## src/verilog/teiu_consts.svh

```systemverilog
// Purpose: Named constants for the timer, event and interrupt unit
// Assumes: 20 MHz mclk, instruction strobes are one-cycle pulses
// Notes: Control nibble layouts are fixed here and used by the top
// Functional notes
// - External pin rising edge requests an interrupt vectored to page 1 address 0.
// - Timer 1 overflow vectors to page 1 address 2, timer 2 to address 4.
// - Interrupts taken only while allow flag is 1; allow sets, block clears.
// - A cause held while blocked fires once the allow flag returns to 1.
// - Taking an interrupt pushes the program counter and loads the vector.
// - Taking clears allow flag; it stays clear after return until allow.
// - Return stack holds three levels; interrupt uses one, leaving two for calls.
// - Each skip flag state is saved on interrupt entry and restored on return.
// - Each timer overflow either interrupts or is polled by a skip test.
// - Timer 1 is an 8-bit counter loaded from and read into the pair.
// - Control bits start timer 1 and pick prescaler or timer 2 overflow.
// - Timer 1 overflow sets its flag and halts timer 1.
// - Timer 2 is 8-bit with reload register; counter and reload are readable.
// - Control bits start timer 2 and pick prescaler or external timer pin.
// - Pin-sourced timer 2 is gated by enable bit while only timer 1 runs.
// - Timer 2 overflow sets its flag, reloads, and keeps counting.
// - Overflow flags clear when consumed by interrupt or skip test.
// - Reset clears control registers, all flags, allow flag, and drives pin low.
// - Timer pin pulses on each timer 2 overflow when not the count source.
`ifndef TEIU_CONSTS_SVH
`define TEIU_CONSTS_SVH
`define TEIU_CLK_MHZ 20
`define TEIU_PRESC_SHORT_US 160
`define TEIU_PRESC_LONG_US 1270
`define TEIU_PRESC_SHORT_CYC (`TEIU_PRESC_SHORT_US * `TEIU_CLK_MHZ)
`define TEIU_PRESC_LONG_CYC (`TEIU_PRESC_LONG_US * `TEIU_CLK_MHZ)
`define TEIU_VEC_EXT 11'h080
`define TEIU_VEC_T1 11'h082
`define TEIU_VEC_T2 11'h084
`define TEIU_CTL_RESET 4'h0
`define TEIU_BYTE_ZERO 8'h00
`define TEIU_BYTE_ONES 8'hFF
`define TEIU_PC_ZERO 11'h000
`define TEIU_STACK_DEPTH 2'h3
// Control nibble v
`define TEIU_V_RUN1 0
`define TEIU_V_RUN2 1
`define TEIU_V_IRQ1 2
`define TEIU_V_IRQ2 3
// Control nibble w
`define TEIU_W_SRC1 0
`define TEIU_W_SRC2 1
`define TEIU_W_PSEL 2
`define TEIU_W_GATE 3
`endif

```

## src/verilog/teiu_pkg.sv

```systemverilog
// Purpose: Types for the timer, event and interrupt unit
// Assumes: Nothing beyond the consts header
// Notes: Cause codes are one-hot
package teiu_pkg;
  typedef enum logic [2:0] {
    TEIU_CAUSE_EXT = 3'h1,
    TEIU_CAUSE_T1 = 3'h2,
    TEIU_CAUSE_T2 = 3'h4
  } teiu_cause_t;
  typedef enum logic [1:0] {
    TEIU_RD_T1 = 2'h1,
    TEIU_RD_T2 = 2'h2
  } teiu_rd_t;
endpackage : teiu_pkg

```

## src/verilog/teiu_top.sv

```systemverilog
// Purpose: Two timers, overflow flags and single-level vectored interrupt unit
// Assumes: Instruction strobes are one-cycle pulses from the sequencer on mclk
// Notes: Pins irq_pin and t_pin_in are synchronised; results are registered
`include "teiu_consts.svh"
`timescale 1ns/100ps
module teiu_top #(
  parameter int PRESC_LONG_CYC = `TEIU_PRESC_LONG_CYC
) (
  input wire logic mclk,
  input wire logic reset_n,
  input wire logic irq_pin,
  input wire logic t_pin_in,
  input wire logic irq_allow_instruction,
  input wire logic irq_block_instruction,
  input wire logic irq_return_instruction,
  input wire logic call_instr,
  input wire logic ret_instr,
  input wire logic [10:0] pc_in,
  input wire logic [1:0] skip_state_in,
  input wire logic ctl_v_write,
  input wire logic ctl_w_write,
  input wire logic [3:0] ctl_data,
  input wire logic [7:0] ab_in,
  input wire logic load_first_timer,
  input wire logic read_first_timer,
  input wire logic read_second_timer,
  input wire logic load_reload_value,
  input wire logic read_reload_value,
  input wire logic skip_on_first_overflow,
  input wire logic skip_on_second_overflow,
  output logic [7:0] rd_data,
  output logic rd_valid,
  output logic skip_result,
  output logic irq_taken,
  output logic [10:0] irq_vector,
  output logic [10:0] return_pc,
  output logic return_valid,
  output logic [1:0] skip_state_out,
  output logic [1:0] stack_depth,
  output logic irq_allow_flag,
  output logic t_pin_out,
  output logic t_pin_oe
);
  localparam int SHORT_CYC = `TEIU_PRESC_SHORT_CYC;

  logic [3:0] ctl_v;
  logic [3:0] ctl_w;
  logic external_irq_pending;
  logic first_timer_overflow_flag;
  logic second_timer_overflow_flag;
  logic [7:0] reload_reg;
  logic [14:0] presc;
  logic [10:0] stk [0:2];
  logic [1:0] skip_saved;
  logic irq_sync;
  logic irq_prev;
  logic t_sync;
  logic t_prev;
  logic [7:0] t1_count;
  logic [7:0] t2_count;
  logic t1_ovf;
  logic t2_ovf;

  // Control decode
  wire run1 = ctl_v[`TEIU_V_RUN1];
  wire run2 = ctl_v[`TEIU_V_RUN2];
  wire irq1_en = ctl_v[`TEIU_V_IRQ1];
  wire irq2_en = ctl_v[`TEIU_V_IRQ2];
  wire src1_t2 = ctl_w[`TEIU_W_SRC1];
  wire src2_pin = ctl_w[`TEIU_W_SRC2];
  wire psel_long = ctl_w[`TEIU_W_PSEL];
  wire gate_en = ctl_w[`TEIU_W_GATE];

  // Prescaler; the long period is a parameter so simulation can shorten it
  wire [14:0] presc_last = psel_long ? 15'(PRESC_LONG_CYC - 1) : 15'(SHORT_CYC - 1);
  wire presc_tick = (presc >= presc_last);

  // Pin edges, read only from the second synchroniser stage
  wire irq_rise = irq_sync && !irq_prev;
  wire t_rise = t_sync && !t_prev;

  // Count sources
  wire t1_tick = run1 && !first_timer_overflow_flag &&
    (src1_t2 ? t2_ovf : presc_tick);
  wire t2_pin_go = run2 || (run1 && gate_en);
  wire t2_tick = src2_pin ? (t_rise && t2_pin_go) : (presc_tick && run2);

  // Interrupt selection, external first
  wire pend_t1 = first_timer_overflow_flag && irq1_en;
  wire pend_t2 = second_timer_overflow_flag && irq2_en;
  wire pend_any = external_irq_pending || pend_t1 || pend_t2;
  wire take = irq_allow_flag && pend_any;
  wire take_ext = take && external_irq_pending;
  wire take_t1 = take && !external_irq_pending && pend_t1;
  wire take_t2 = take && !external_irq_pending && !pend_t1;
  teiu_pkg::teiu_cause_t cause;
  assign cause = take_ext ? teiu_pkg::TEIU_CAUSE_EXT :
    take_t1 ? teiu_pkg::TEIU_CAUSE_T1 : teiu_pkg::TEIU_CAUSE_T2;
  logic [10:0] vec_sel;
  always_comb begin
    case (cause)
      teiu_pkg::TEIU_CAUSE_EXT: vec_sel = `TEIU_VEC_EXT;
      teiu_pkg::TEIU_CAUSE_T1: vec_sel = `TEIU_VEC_T1;
      teiu_pkg::TEIU_CAUSE_T2: vec_sel = `TEIU_VEC_T2;
      default: vec_sel = `TEIU_PC_ZERO;
    endcase
  end

  // Flag next values: a set in the clearing cycle wins, except a take clears the allow flag over an allow strobe
  wire clr1 = take_t1 || skip_on_first_overflow;
  wire clr2 = take_t2 || skip_on_second_overflow;
  wire next_flag1 = t1_ovf || (first_timer_overflow_flag && !clr1);
  wire next_flag2 = t2_ovf || (second_timer_overflow_flag && !clr2);
  wire next_ext = irq_rise || (external_irq_pending && !take_ext);
  wire next_allow = take ? 1'b0 :
    irq_allow_instruction ? 1'b1 : irq_block_instruction ? 1'b0 : irq_allow_flag;

  // Return stack
  wire push = call_instr || take;
  wire pop = (ret_instr || irq_return_instruction) && !push;
  wire [1:0] next_depth = (push && stack_depth != `TEIU_STACK_DEPTH) ? stack_depth + 2'h1 :
    (pop && stack_depth != 2'h0) ? stack_depth - 2'h1 : stack_depth;

  // Read mux
  wire rd_any = read_first_timer || read_second_timer || read_reload_value;
  wire [7:0] rd_sel = read_first_timer ? t1_count :
    read_second_timer ? t2_count : reload_reg;

  teiu_sync u_irq_sync (
    .mclk(mclk),
    .reset_n(reset_n),
    .pin(irq_pin),
    .pin_sync(irq_sync)
  );

  teiu_sync u_t_sync (
    .mclk(mclk),
    .reset_n(reset_n),
    .pin(t_pin_in),
    .pin_sync(t_sync)
  );

  teiu_cnt8 u_timer1 (
    .mclk(mclk),
    .reset_n(reset_n),
    .tick(t1_tick),
    .load(load_first_timer),
    .load_val(ab_in),
    .reload_en(1'b0),
    .reload_val(`TEIU_BYTE_ZERO),
    .count(t1_count),
    .ovf(t1_ovf)
  );

  teiu_cnt8 u_timer2 (
    .mclk(mclk),
    .reset_n(reset_n),
    .tick(t2_tick),
    .load(1'b0),
    .load_val(`TEIU_BYTE_ZERO),
    .reload_en(1'b1),
    .reload_val(reload_reg),
    .count(t2_count),
    .ovf(t2_ovf)
  );

  // Control, flags and prescaler
  always_ff @(posedge mclk) begin
    if (!reset_n) begin
      ctl_v <= `TEIU_CTL_RESET;
      ctl_w <= `TEIU_CTL_RESET;
      external_irq_pending <= 1'b0;
      first_timer_overflow_flag <= 1'b0;
      second_timer_overflow_flag <= 1'b0;
      irq_allow_flag <= 1'b0;
      reload_reg <= `TEIU_BYTE_ZERO;
      presc <= 15'h0000;
      irq_prev <= 1'b0;
      t_prev <= 1'b0;
    end else begin
      ctl_v <= ctl_v_write ? ctl_data : ctl_v;
      ctl_w <= ctl_w_write ? ctl_data : ctl_w;
      external_irq_pending <= next_ext;
      first_timer_overflow_flag <= next_flag1;
      second_timer_overflow_flag <= next_flag2;
      irq_allow_flag <= next_allow;
      reload_reg <= load_reload_value ? ab_in : reload_reg;
      presc <= presc_tick ? 15'h0000 : presc + 15'h0001;
      irq_prev <= irq_sync;
      t_prev <= t_sync;
    end
  end

  // Interrupt entry, stack and skip-state save
  always_ff @(posedge mclk) begin
    if (!reset_n) begin
      irq_taken <= 1'b0;
      irq_vector <= `TEIU_PC_ZERO;
      stack_depth <= 2'h0;
      return_pc <= `TEIU_PC_ZERO;
      return_valid <= 1'b0;
      skip_saved <= 2'h0;
      skip_state_out <= 2'h0;
      stk[0] <= `TEIU_PC_ZERO;
      stk[1] <= `TEIU_PC_ZERO;
      stk[2] <= `TEIU_PC_ZERO;
    end else begin
      irq_taken <= take;
      irq_vector <= take ? vec_sel : irq_vector;
      stack_depth <= next_depth;
      return_valid <= pop;
      return_pc <= pop ? stk[0] : return_pc;
      skip_saved <= take ? skip_state_in : skip_saved;
      skip_state_out <= irq_return_instruction ? skip_saved : skip_state_out;
      if (push) begin
        stk[0] <= pc_in;
        stk[1] <= stk[0];
        stk[2] <= stk[1];
      end else if (pop) begin
        stk[0] <= stk[1];
        stk[1] <= stk[2];
      end
    end
  end

  // Register reads, skip tests and timer pin
  always_ff @(posedge mclk) begin
    if (!reset_n) begin
      rd_data <= `TEIU_BYTE_ZERO;
      rd_valid <= 1'b0;
      skip_result <= 1'b0;
      t_pin_out <= 1'b0;
      t_pin_oe <= 1'b1;
    end else begin
      rd_data <= rd_any ? rd_sel : rd_data;
      rd_valid <= rd_any;
      skip_result <= skip_on_first_overflow ? first_timer_overflow_flag :
        skip_on_second_overflow ? second_timer_overflow_flag : 1'b0;
      t_pin_out <= t2_ovf && !src2_pin;
      t_pin_oe <= !src2_pin;
    end
  end
endmodule : teiu_top

```

## src/verilog/teiu_sync.sv

```systemverilog
// Purpose: Two-stage synchroniser for one pin
// Assumes: Pin is asynchronous to mclk
// Notes: Only the second stage is visible
`timescale 1ns/100ps
module teiu_sync (
  input wire logic mclk,
  input wire logic reset_n,
  input wire logic pin,
  output logic pin_sync
);
  logic meta;

  always_ff @(posedge mclk) begin
    if (!reset_n) begin
      meta <= 1'b0;
      pin_sync <= 1'b0;
    end else begin
      meta <= pin;
      pin_sync <= meta;
    end
  end
endmodule : teiu_sync

```

## src/verilog/teiu_cnt8.sv

```systemverilog
// Purpose: 8-bit up-counter with load and optional auto-reload
// Assumes: tick is a one-cycle count event
// Notes: ovf is combinational so the caller sees it in the counting cycle
`include "teiu_consts.svh"
`timescale 1ns/100ps
module teiu_cnt8 (
  input wire logic mclk,
  input wire logic reset_n,
  input wire logic tick,
  input wire logic load,
  input wire logic [7:0] load_val,
  input wire logic reload_en,
  input wire logic [7:0] reload_val,
  output logic [7:0] count,
  output logic ovf
);
  logic [7:0] next_count;

  assign ovf = tick && (count == `TEIU_BYTE_ONES);
  assign next_count = load ? load_val :
    (ovf && reload_en) ? reload_val :
    tick ? count + 8'h01 : count;

  always_ff @(posedge mclk) begin
    if (!reset_n) begin
      count <= `TEIU_BYTE_ZERO;
    end else begin
      count <= next_count;
    end
  end
endmodule : teiu_cnt8

```

## config.mk

```make
export PLATFORM = sky130hd
export DESIGN_NAME = teiu_top
export DESIGN_NICKNAME = d
export VERILOG_FILES = /design/src/verilog/teiu_pkg.sv /design/src/verilog/teiu_top.sv /design/src/verilog/teiu_sync.sv /design/src/verilog/teiu_cnt8.sv
export VERILOG_INCLUDE_DIRS = /design/src /design/src/verilog
export SDC_FILE = /design/constraint.sdc
export NUM_CORES = 1
export LEC_CHECK = 0
export BUFFER_PORTS_ARGS = -buffer_cell sky130_fd_sc_hd__buf_2
export CORE_ASPECT_RATIO = 1.4
export CORE_MARGIN = 4
export CORE_UTILIZATION = 50
export CTS_CLUSTER_SIZE = 16
export DETAILED_ROUTE_END_ITERATION = 8
export PLACE_DENSITY_LB_ADDON = 0.3
export SYNTH_ARGS = -nofsm -noshare
export SYNTH_HDL_FRONTEND = slang
export SYNTH_HIERARCHICAL = 1
export SYNTH_SLANG_ARGS = --single-unit
```

## constraint.sdc

```tcl
create_clock -name mclk -period 4.4 [get_ports mclk]
set_input_delay 0.22 -clock mclk [delete_from_list [all_inputs] [get_ports mclk]]
set_output_delay 0.22 -clock mclk [all_outputs]
set_load 0.01 [all_outputs]
```

# Word-level counts from Yosys, hierarchy flattened
# Memories as Yosys holds them, arrays and structs flattened.
# Cells that the tools add are included.
# word_totals
mem_bits_rw,33
ff_bits,99
wordCells,130
inputBits,43
mem_count,1
# mem_list
memory,words,width,rd,rd_clocked_by_memory_dff,write_ports,line_no,rtl
stk,3,11,3,0,3,teiu_top.sv:53,logic [10:0] stk [0:2];
# op_classes
n_eq_ne,6
n_reduce_logical,52
add_sub_neg,5
mux,31
n_bitwise,6
n_lt_le_gt_ge,1
# op_table
operator,n
11-bit 2-to-1 mux,5
8-bit 2-to-1 mux,6
8-bit case mux with 3 select lines,1
1-bit logical AND,23
"8-bit by 1-bit adder with 8-bit output, second input constant",2
"8-bit equality test, second input constant",2
"15-bit by 1-bit adder with 15-bit output, second input constant",1
15-bit >= comparator,1
15-bit 2-to-1 mux,1
1-bit 2-to-1 mux,14
1-bit logical OR,12
1-bit logical NOT,10
2-bit nonzero test,5
3-bit 2-to-1 mux,2
1-bit OR,5
2-bit 2-to-1 mux,2
2-bit OR reduction,2
"3-bit by 1-bit equality test with 1-bit output, second input constant",1
"3-bit by 2-bit equality test with 1-bit output, second input constant",1
"3-bit equality test, second input constant",1
"2-bit by 1-bit adder with 2-bit output, second input constant",1
"2-bit != test, second input constant",1
"2-bit by 1-bit subtractor with 2-bit output, second input constant",1
1-bit inverter,1

# Longest topological paths before layout
# Gate-level depths: netlist (run 1).
# depth
ltp_word,12
depth_mapped,17

# By module
# The synthesis (run 1) kept the hierarchy.
# modules_own_cells
module,cells_per_inst,seq_area_each_um2,instances,area_each_um2
teiu_top,441,2412.3,1,4439.3
teiu_cnt8,68,160.2,2,571.8
teiu_sync,4,40.0,2,52.6

# Worst setup path before layout (run 1)
# Ideal clock, no wire load.
# synth_timing
path_type,reg2reg
from,reg ctl_w[2]
to,reg u_timer1.count[5]
t_required_ns,4.308
setup_ns,0.092
path_stages_with_launch,17
n_path_buf,2
path_slack_ns,1.127
arrival_time_ns,3.180
synth_period_minus_slack_ns,3.273
path_cell_list,dfxtp_1 inv_1 ha_1 nand4b_1 or3_1 a211o_1 nand3_1 buf_2 nand3_1 nor2_1 nor2b_1 nor3b_1 o31a_1 buf_2 nand3b_1 o21bai_1 o32ai_1
# synth_between
elab_chain_len,8
# synth_lines
element,line_no,rtl
from (decl),teiu_top.sv:47,logic [3:0] ctl_w;
from (signal assigned),teiu_top.sv:171,ctl_w <= `TEIU_CTL_RESET;
from (signal assigned),teiu_top.sv:182,ctl_w <= ctl_w_write ? ctl_data : ctl_w;
15-bit 2-to-1 mux,teiu_top.sv:75,wire [14:0] presc_last = psel_long ? 15'(PRESC_LONG_CYC - 1) : 15'(SHORT_CYC - 1);
15-bit >= comparator,teiu_top.sv:76,wire presc_tick = (presc >= presc_last);
1-bit logical AND,teiu_top.sv:86,wire t2_tick = src2_pin ? (t_rise && t2_pin_go) : (presc_tick && run2);
1-bit 2-to-1 mux,teiu_top.sv:86,
via t2_tick,teiu_top.sv:86,
1-bit logical AND,teiu_cnt8.sv:19,assign ovf = tick && (count == `TEIU_BYTE_ONES);
via t2_ovf,teiu_top.sv:62,logic t2_ovf;
1-bit 2-to-1 mux,teiu_top.sv:84,(src1_t2 ? t2_ovf : presc_tick);
1-bit logical AND,teiu_top.sv:83,wire t1_tick = run1 && !first_timer_overflow_flag &&
via t1_tick,teiu_top.sv:83,
2-bit nonzero test (no source line),-,
to (signal assigned),teiu_cnt8.sv:26,count <= `TEIU_BYTE_ZERO;
to (signal assigned),teiu_cnt8.sv:28,count <= next_count;
to (decl),teiu_cnt8.sv:14,"output logic [7:0] count,"
# The timed path passes the listed nets, and every way through them passes these cells.
# A chain may end at the register's enable or synchronous reset.

# Worst setup path in the final report (run 1)
# Ends and elaborated chain as after synthesis.

==> impl_metrics.yaml, run 1 <==
run_status:
  result_of_the_run: "finished clean"
flow_run:
  max_cap_violations: 0
finish:
  final_layout_size_suffix_gt1_share_pct: 18.2
  final_nets: 724
  registers.top_by_ff_count: "stk"
  diodes: 0
  biggestRegsByFlops: "stk (33), presc (15), return_pc (11)"
  largest_register_ffs: 33
  area.growth.synth_to_final_pct: 18.3
setup_path:
  crit_path_end_kind: "flip-flop"
  startpoint_type: "flip-flop"
  max_stage_delay_cell_worst_path: "dfxtp_1"
  critical_path.most_common_cell: "nand3_1"
  critPathArrivalTime_ns: 4.08
  crit_chain: "inv_1, ha_1, nand4b_1, or3_1, a211o_1, nand3_1, buf_4, nand3_1, nor2_1, nor2b_1, nor3b_1, o31a_1, nand3b_1, o21bai_1, o32ai_1"
  reg2regPathDepth: 15
  r2r_start: "ctl_w[2]$_SDFFE_PN0P_"
  critical_path_peak_fanout: 11
  worst_ep_required_time_ns: 4.71
  timing.critical_path.slowest_cell_delay_ns: 0.45
  rr_endpoint: "u_timer1/count[5]$_SDFFE_PN0P_"
  ff2ff_setup_slack_ns: 0.63
  timing.setup.critical_path_class: "reg -> reg"
synthesis:
  synth_simple_gate_area_share_pct: 19.9
  synth_area_per_cell_um2: 9.72
  yosys-top-cells-count: "dfxtp_1 (91), nand2_1 (61), nor2_1 (44), edfxtp_1 (33), mux2i_1 (32)"
  synth_mux_area_share_pct: 6.23
  synth_top_flop_cell: "dfxtp_1"
  largest_family_of_logic_cells_by_synthesized_area: "simple AND/OR/NAND/NOR gates"
  synth_edf_count: 33
  synth_compound_area_share_pct: 13.8
  netlist-cell-type-count: 55
  async_flop_share_pct: 0
  synth_area_leaders: "dfxtp_1 (32%), edfxtp_1 (17%), mux2i_1 (5.6%)"
  syn-cell-area_um2: 5690
  ys_seq_elements: 124
  synthXorXnorAreaFrac_pct: 2.93
  share_of_the_synthesized_area_in_the_top_cell_type_pct: 32.0
  yosysMostFrequentCell: "dfxtp_1"
  syn-instance-count: 585
  synth_largest_area_cell: "dfxtp_1"
  synth_fa_ha_area_share_pct: 2.42
  synth_warnings: 6
  ys_seq_area_share_pct: 49.5
timing:
  timing_hold_violations_final: 0
  fmax_mhz: 265
  setup_repair_after_global_routing_missed_its_margin: "false"
  layout_worst_path_cycle_share_pct: 85.6
  timing.setup.tns_ns: 0
  fin_worst_skew_ns: 0.0165
  period_minus_slack_ns: 3.77
  slew_violations: 0
  tightestPinTransition_ns: 1.09
  setup_violations: 0
  timing.hold.ws_ns: 0.0217
  relSlewSlack_pct: 27.0
floorplan:
  die-width_um: 98.1
  floorplan.die.height_um: 134
  fp-row-count: 45
  num_io_pins: 84
  design.die.area_um2: 13200
  core_region_area_um2: 11000
  floorplan.initialDensity_pct: 51.8
clocking:
  holdBufCountCts: 0
  cts_tree: "built"
  cts_buffers: 17
  worstSkewPairLatency_ns: 0.42
  cts.repair.resized: 0
  cts.path.max_buffers: 2
  clkSlewWorstSetupHoldPaths_ns: 0.06
  clock-sinks: 124
  cts_root_buffer: "clkbuf_16"
  post-cts-setup-buffer-count: 0
  htree_levels: 4
global_route:
  grt_max_degree: 56
  antenna_found_initial: 0
  grt_remaining_overflow: 0
  first_global_vias: 4659
  global_route_wire_length_before_repair_um: 22200
  global_route.usage.total_pct: 20.7
place:
  io_buffers: 75
  gp_congestion: 0.838
  dpl_wire_length_um: 9350
pwr:
  power.density_nw_per_um2: 414
  power.leakage_nw: 2.77
  worst_ir_drop_vdd_mv: 0.275
detailed_routing:
  drt-wirelength-per-cell_um: 16.2
  detailroute.via_count: 4594
  drt-pass1-iter-count: 5
  final_antenna_net_count: 0
  finalWirelength_um: 13400
  via_per_inst: 5.58
  detail_route.iter0.violations: 247
  post-route-drc-count: 0
hold_path:
  worst_hold_endpoint: "u_irq_sync/meta$_SDFF_PN0_"
  hold_path.startpoint: "irq_pin"
  worst_hold_path.num_cells: 2
  timing.hold.worst.class: "in -> reg"
-- final cells by class --
cell class              instances  area (um2)
flip-flops and latches        124        2810
fillers                       989        4250
inverters                      14        52.6
well taps                     141         176
repair buffers                 83         435
clock inverters                15         138
clock buffers                  17         425
multi-input cells             430        2690
-- metrics by stage --
step,utilization (%),std cells,total power [mW],area (um2),setup slack (ns)
after detailed placement,56.1,792,1.49,6160,0.716
final,61.3,824,2.79,6730,0.632
after global placement,56.1,792,1.48,6160,0.864
after global routing,61.3,824,2.90,6730,0.320
after CTS,61.3,824,2.80,6730,0.677
after floorplan,-,612,1.42,5790,1.13
-- kinds of logic (layout without fill, tap and decap cells) --
family | Yosys count | after routing
AO/OA/AOI/OAI | 117 | 117
XOR/XNOR | 19 | 19
adder cells (fa/ha/maj) | 11 | 11
buffers and inverters | 58 | 129
flip-flops | 124 | 124
multiplexers | 35 | 35
other | 2 | 29
AND/OR/NAND/NOR | 219 | 219
-- where the power goes --
part	leakage, nW	internal, mW	total, mW	switching [mW]
registers	1.12	1.23	1.27	0.0443
logic	1.38	0.0811	0.196	0.115
clock network	0.261	0.783	1.32	0.534
-- per-layer routing --
metal,vias up,share of wire (%),track usage (%)
met5,-,0,0
met3,28,4.9,5.31
li1,2259,-,-
met1,2191,41,24.2
met2,116,52,35.9
met4,0,2.7,8.96
-- how the worst max path moves through the flow --
stage	cells after the start	end	slack [ns]	from
2_1_floorplan	16	u_timer1/count[5]$_SDFFE_PN0P_	1.13	ctl_w[2]$_SDFFE_PN0P_
3_3_place_gp	16	u_timer1/count[6]$_SDFFE_PN0P_	0.86	ctl_w[2]$_SDFFE_PN0P_
3_5_place_dp	16	u_timer1/count[6]$_SDFFE_PN0P_	0.72	ctl_w[2]$_SDFFE_PN0P_
4_1_cts	15	u_timer1/count[5]$_SDFFE_PN0P_	0.68	ctl_w[2]$_SDFFE_PN0P_
5_1_grt	15	u_timer1/count[6]$_SDFFE_PN0P_	0.32	ctl_w[2]$_SDFFE_PN0P_
6_report	15	u_timer1/count[5]$_SDFFE_PN0P_	0.63	ctl_w[2]$_SDFFE_PN0P_
-- placed cells by master, fill, tap and decap left out, types with 5 or more instances in the layout --
cell,count
o21ai_0,25
inv_1,14
nand3_1,27
and2_1,19
xnor2_1,14
a22o_1,26
conb_1,29
edfxtp_1,33
dfxtp_1,91
nor4_1,17
clkbuf_16,17
mux2i_1,32
inv_6,6
xor2_1,5
buf_2,75
buf_4,8
nor3b_1,9
nor2_1,44
a21oi_1,31
clkinvlp_4,5
o22ai_1,7
a31oi_1,5
nor3_1,9
ha_1,11
nand4_1,10
nand2_1,61
-- worst max-delay path, delay by kind of cell (launching register included) --
kind	cells	cell delay [ns]
and+or+nand+nor	8	1.44
buffers and inverters	2	0.32
AOI/OAI and AO/OA	4	1.14
DFF	1	0.45
adders and majority gates	1	0.32
(Power assumes the default switching activity.)
==> run 2: changes to the inputs <==
CORE_UTILIZATION = 45   (was 50)
clock period = 3.87 ns   (was 4.4 ns; I/O delays follow)
==> run 2 against run 1 <==
  * Sequential share of layout area decreased by 0.41 points
  * Via count rose by 0.41%
  * Routed wire length grew 1.4%
  * Critical endpoint unchanged
  * Largest power group unchanged
  * Highest routed layer unchanged
==> impl_metrics.yaml, run 2 (synthesis results as in run 1) <==
detailed_routing:
  final_antenna_net_count: 0
  drt-pass1-iter-count: 5
  drt-wirelength-per-cell_um: 16.2
  detail_route.iter0.violations: 358
  via_per_inst: 5.52
  detailroute.via_count: 4613
  finalWirelength_um: 13600
  post-route-drc-count: 0
global_route:
  antenna_found_initial: 0
  global_route_wire_length_before_repair_um: 22300
  global_route.usage.total_pct: 19.6
  grt_max_degree: 56
  first_global_vias: 4498
  grt_remaining_overflow: 0
finish:
  registers.top_by_ff_count: "stk"
  largest_register_ffs: 33
  biggestRegsByFlops: "stk (33), presc (15), return_pc (11)"
  final_cell_mix: "dfxtp_1 (91), buf_2 (75), nand2_1 (61), nor2_1 (44), edfxtp_1 (33)"
  final_nets: 726
  area.growth.synth_to_final_pct: 19.4
  leading_cell_type_in_the_layout_fill_and_taps_excluded: "dfxtp_1"
  fin_util_pct: 54.9
  diodes: 0
  final_layout_size_suffix_gt1_share_pct: 18.0
timing:
  tightestPinTransition_ns: 1.03
  fin_ws_ns: 0.274
  timing.setup.tns_ns: 0
  fmax_mhz: 278
  setup_violations: 0
  timing_hold_violations_final: 0
  layout_worst_path_cycle_share_pct: 92.9
  setup_repair_after_global_routing_missed_its_margin: "false"
  relSlewSlack_pct: 30.7
  period_minus_slack_ns: 3.60
  fin_worst_skew_ns: 0.00634
  timing.hold.ws_ns: 0.0290
  slew_violations: 0
flow_run:
  max_cap_violations: 0
floorplan:
  die-width_um: 103
  design.die.area_um2: 14500
  core_region_area_um2: 12400
  num_io_pins: 84
  floorplan.die.height_um: 141
  floorplan.initialDensity_pct: 46.0
  fp-row-count: 48
clocking:
  cts_tree: "built"
  clkSlewWorstSetupHoldPaths_ns: 0.05
  cts_buffers: 17
  cts.path.max_buffers: 2
  worstSkewPairLatency_ns: 0.41
  clock-sinks: 124
  post-cts-setup-buffer-count: 0
  htree_levels: 4
  cts_root_buffer: "clkbuf_16"
pwr:
  worst_ir_drop_vdd_mv: 0.303
  power.density_nw_per_um2: 479
  power.leakage_nw: 2.80
setup_path:
  crit_path_end_kind: "flip-flop"
  crit_family: "simple AND/OR/NAND/NOR gates"
  critPathArrivalTime_ns: 3.91
  max_stage_delay_cell_worst_path: "o31a_1"
  critical_path_peak_fanout: 11
  startpoint_type: "flip-flop"
  timing.critical_path.buf_inv: 1
  timing.critical_path.slowest_cell_delay_ns: 0.45
  timing.setup.critical_path_class: "reg -> reg"
  worst_ep_required_time_ns: 4.19
  crit_chain: "inv_1, ha_1, nand4b_1, or3_1, a211o_1, nand3_1, nand3_1, nor2_1, nor2b_1, nor3b_1, o31a_1, nand3b_1, o21bai_1, o32ai_1"
  critical_path.most_common_cell: "nand3_1"
hold_path:
  timing.hold.worst.class: "in -> reg"
place:
  gp_congestion: 0.874
  place_ws_ns: 0.354
  io_buffers: 75
  dpl_wire_length_um: 9450
run_status:
  result_of_the_run: "finished clean"
## run 2: cell types whose count changed in the layout (fill, tap and decap cells not counted), sizes merged
cell	change
bufinv	+1
clkbuf	+5
clkinv	+1
clkinvlp	-2
dlygate4sd3	+2
inv	-5
## run 2: where the power goes
part	total [mW]	switching, mW	internal, mW
clock	1.59	0.568	1.02
combinational	0.222	0.129	0.0932
sequential	1.45	0.0526	1.40
## run 2: area by class of cell
type | count | area [um2]
inverter | 14 | 52.6
tap | 150 | 188
fill | 1103 | 5580
timing repair buffer | 85 | 455
multi-input combinational | 430 | 2690
clock buffer | 22 | 485
clock inverter | 10 | 113
sequential | 124 | 2810
## run 2: layer usage
layer	track usage [%]	share of wire, %	vias up
met5	0	0	-
met3	4.75	5.4	27
met4	10.1	2.7	0
met2	31.9	51	132
met1	23.6	41	2193
li1	-	-	2261
## run 2: worst register-to-register path, cell delays in order, from the launching register on
cell	delay, ns
dfxtp_1	0.43
inv_1	0.14
ha_1	0.32
nand4b_1	0.17
or3_1	0.42
a211o_1	0.31
nand3_1	0.10
nand3_1	0.08
nor2_1	0.14
nor2b_1	0.06
nor3b_1	0.16
o31a_1	0.45
nand3b_1	0.29
o21bai_1	0.24
o32ai_1	0.20
## run 2: repair_timing
item / CTS / global route
resized for setup: 0 / 0
hold buffers: 2 / 0
endpoints found under the hold margin: 2 / 0
## run 2: metrics by stage
| stage | power [mW] | instances | area [um2] |
|---|---|---|---|
| 2_1_floorplan | 1.62 | 612 | 5790 |
| 3_3_place_gp | 1.69 | 801 | 6180 |
| 3_5_place_dp | 1.69 | 801 | 6180 |
| 4_1_cts | 3.29 | 835 | 6790 |
| 5_1_grt | 3.38 | 835 | 6790 |
| 6_report | 3.26 | 835 | 6790 |
## run 2: worst paths after layout
path,startpoint,endpoint,slack [ns],cells past startpoint
setup / recovery,ctl_w[2]$_SDFFE_PN0P_,u_timer1/count[5]$_SDFFE_PN0P_,0.27,14
hold / removal,skip_state_in[0],skip_saved[0]$_SDFFE_PN0P_,0.03,3
setup reg to reg,ctl_w[2]$_SDFFE_PN0P_,u_timer1/count[5]$_SDFFE_PN0P_,0.27,14
hold reg to reg,ctl_w[1]$_SDFFE_PN0P_,t_pin_oe$_SDFF_PN1_,0.43,1
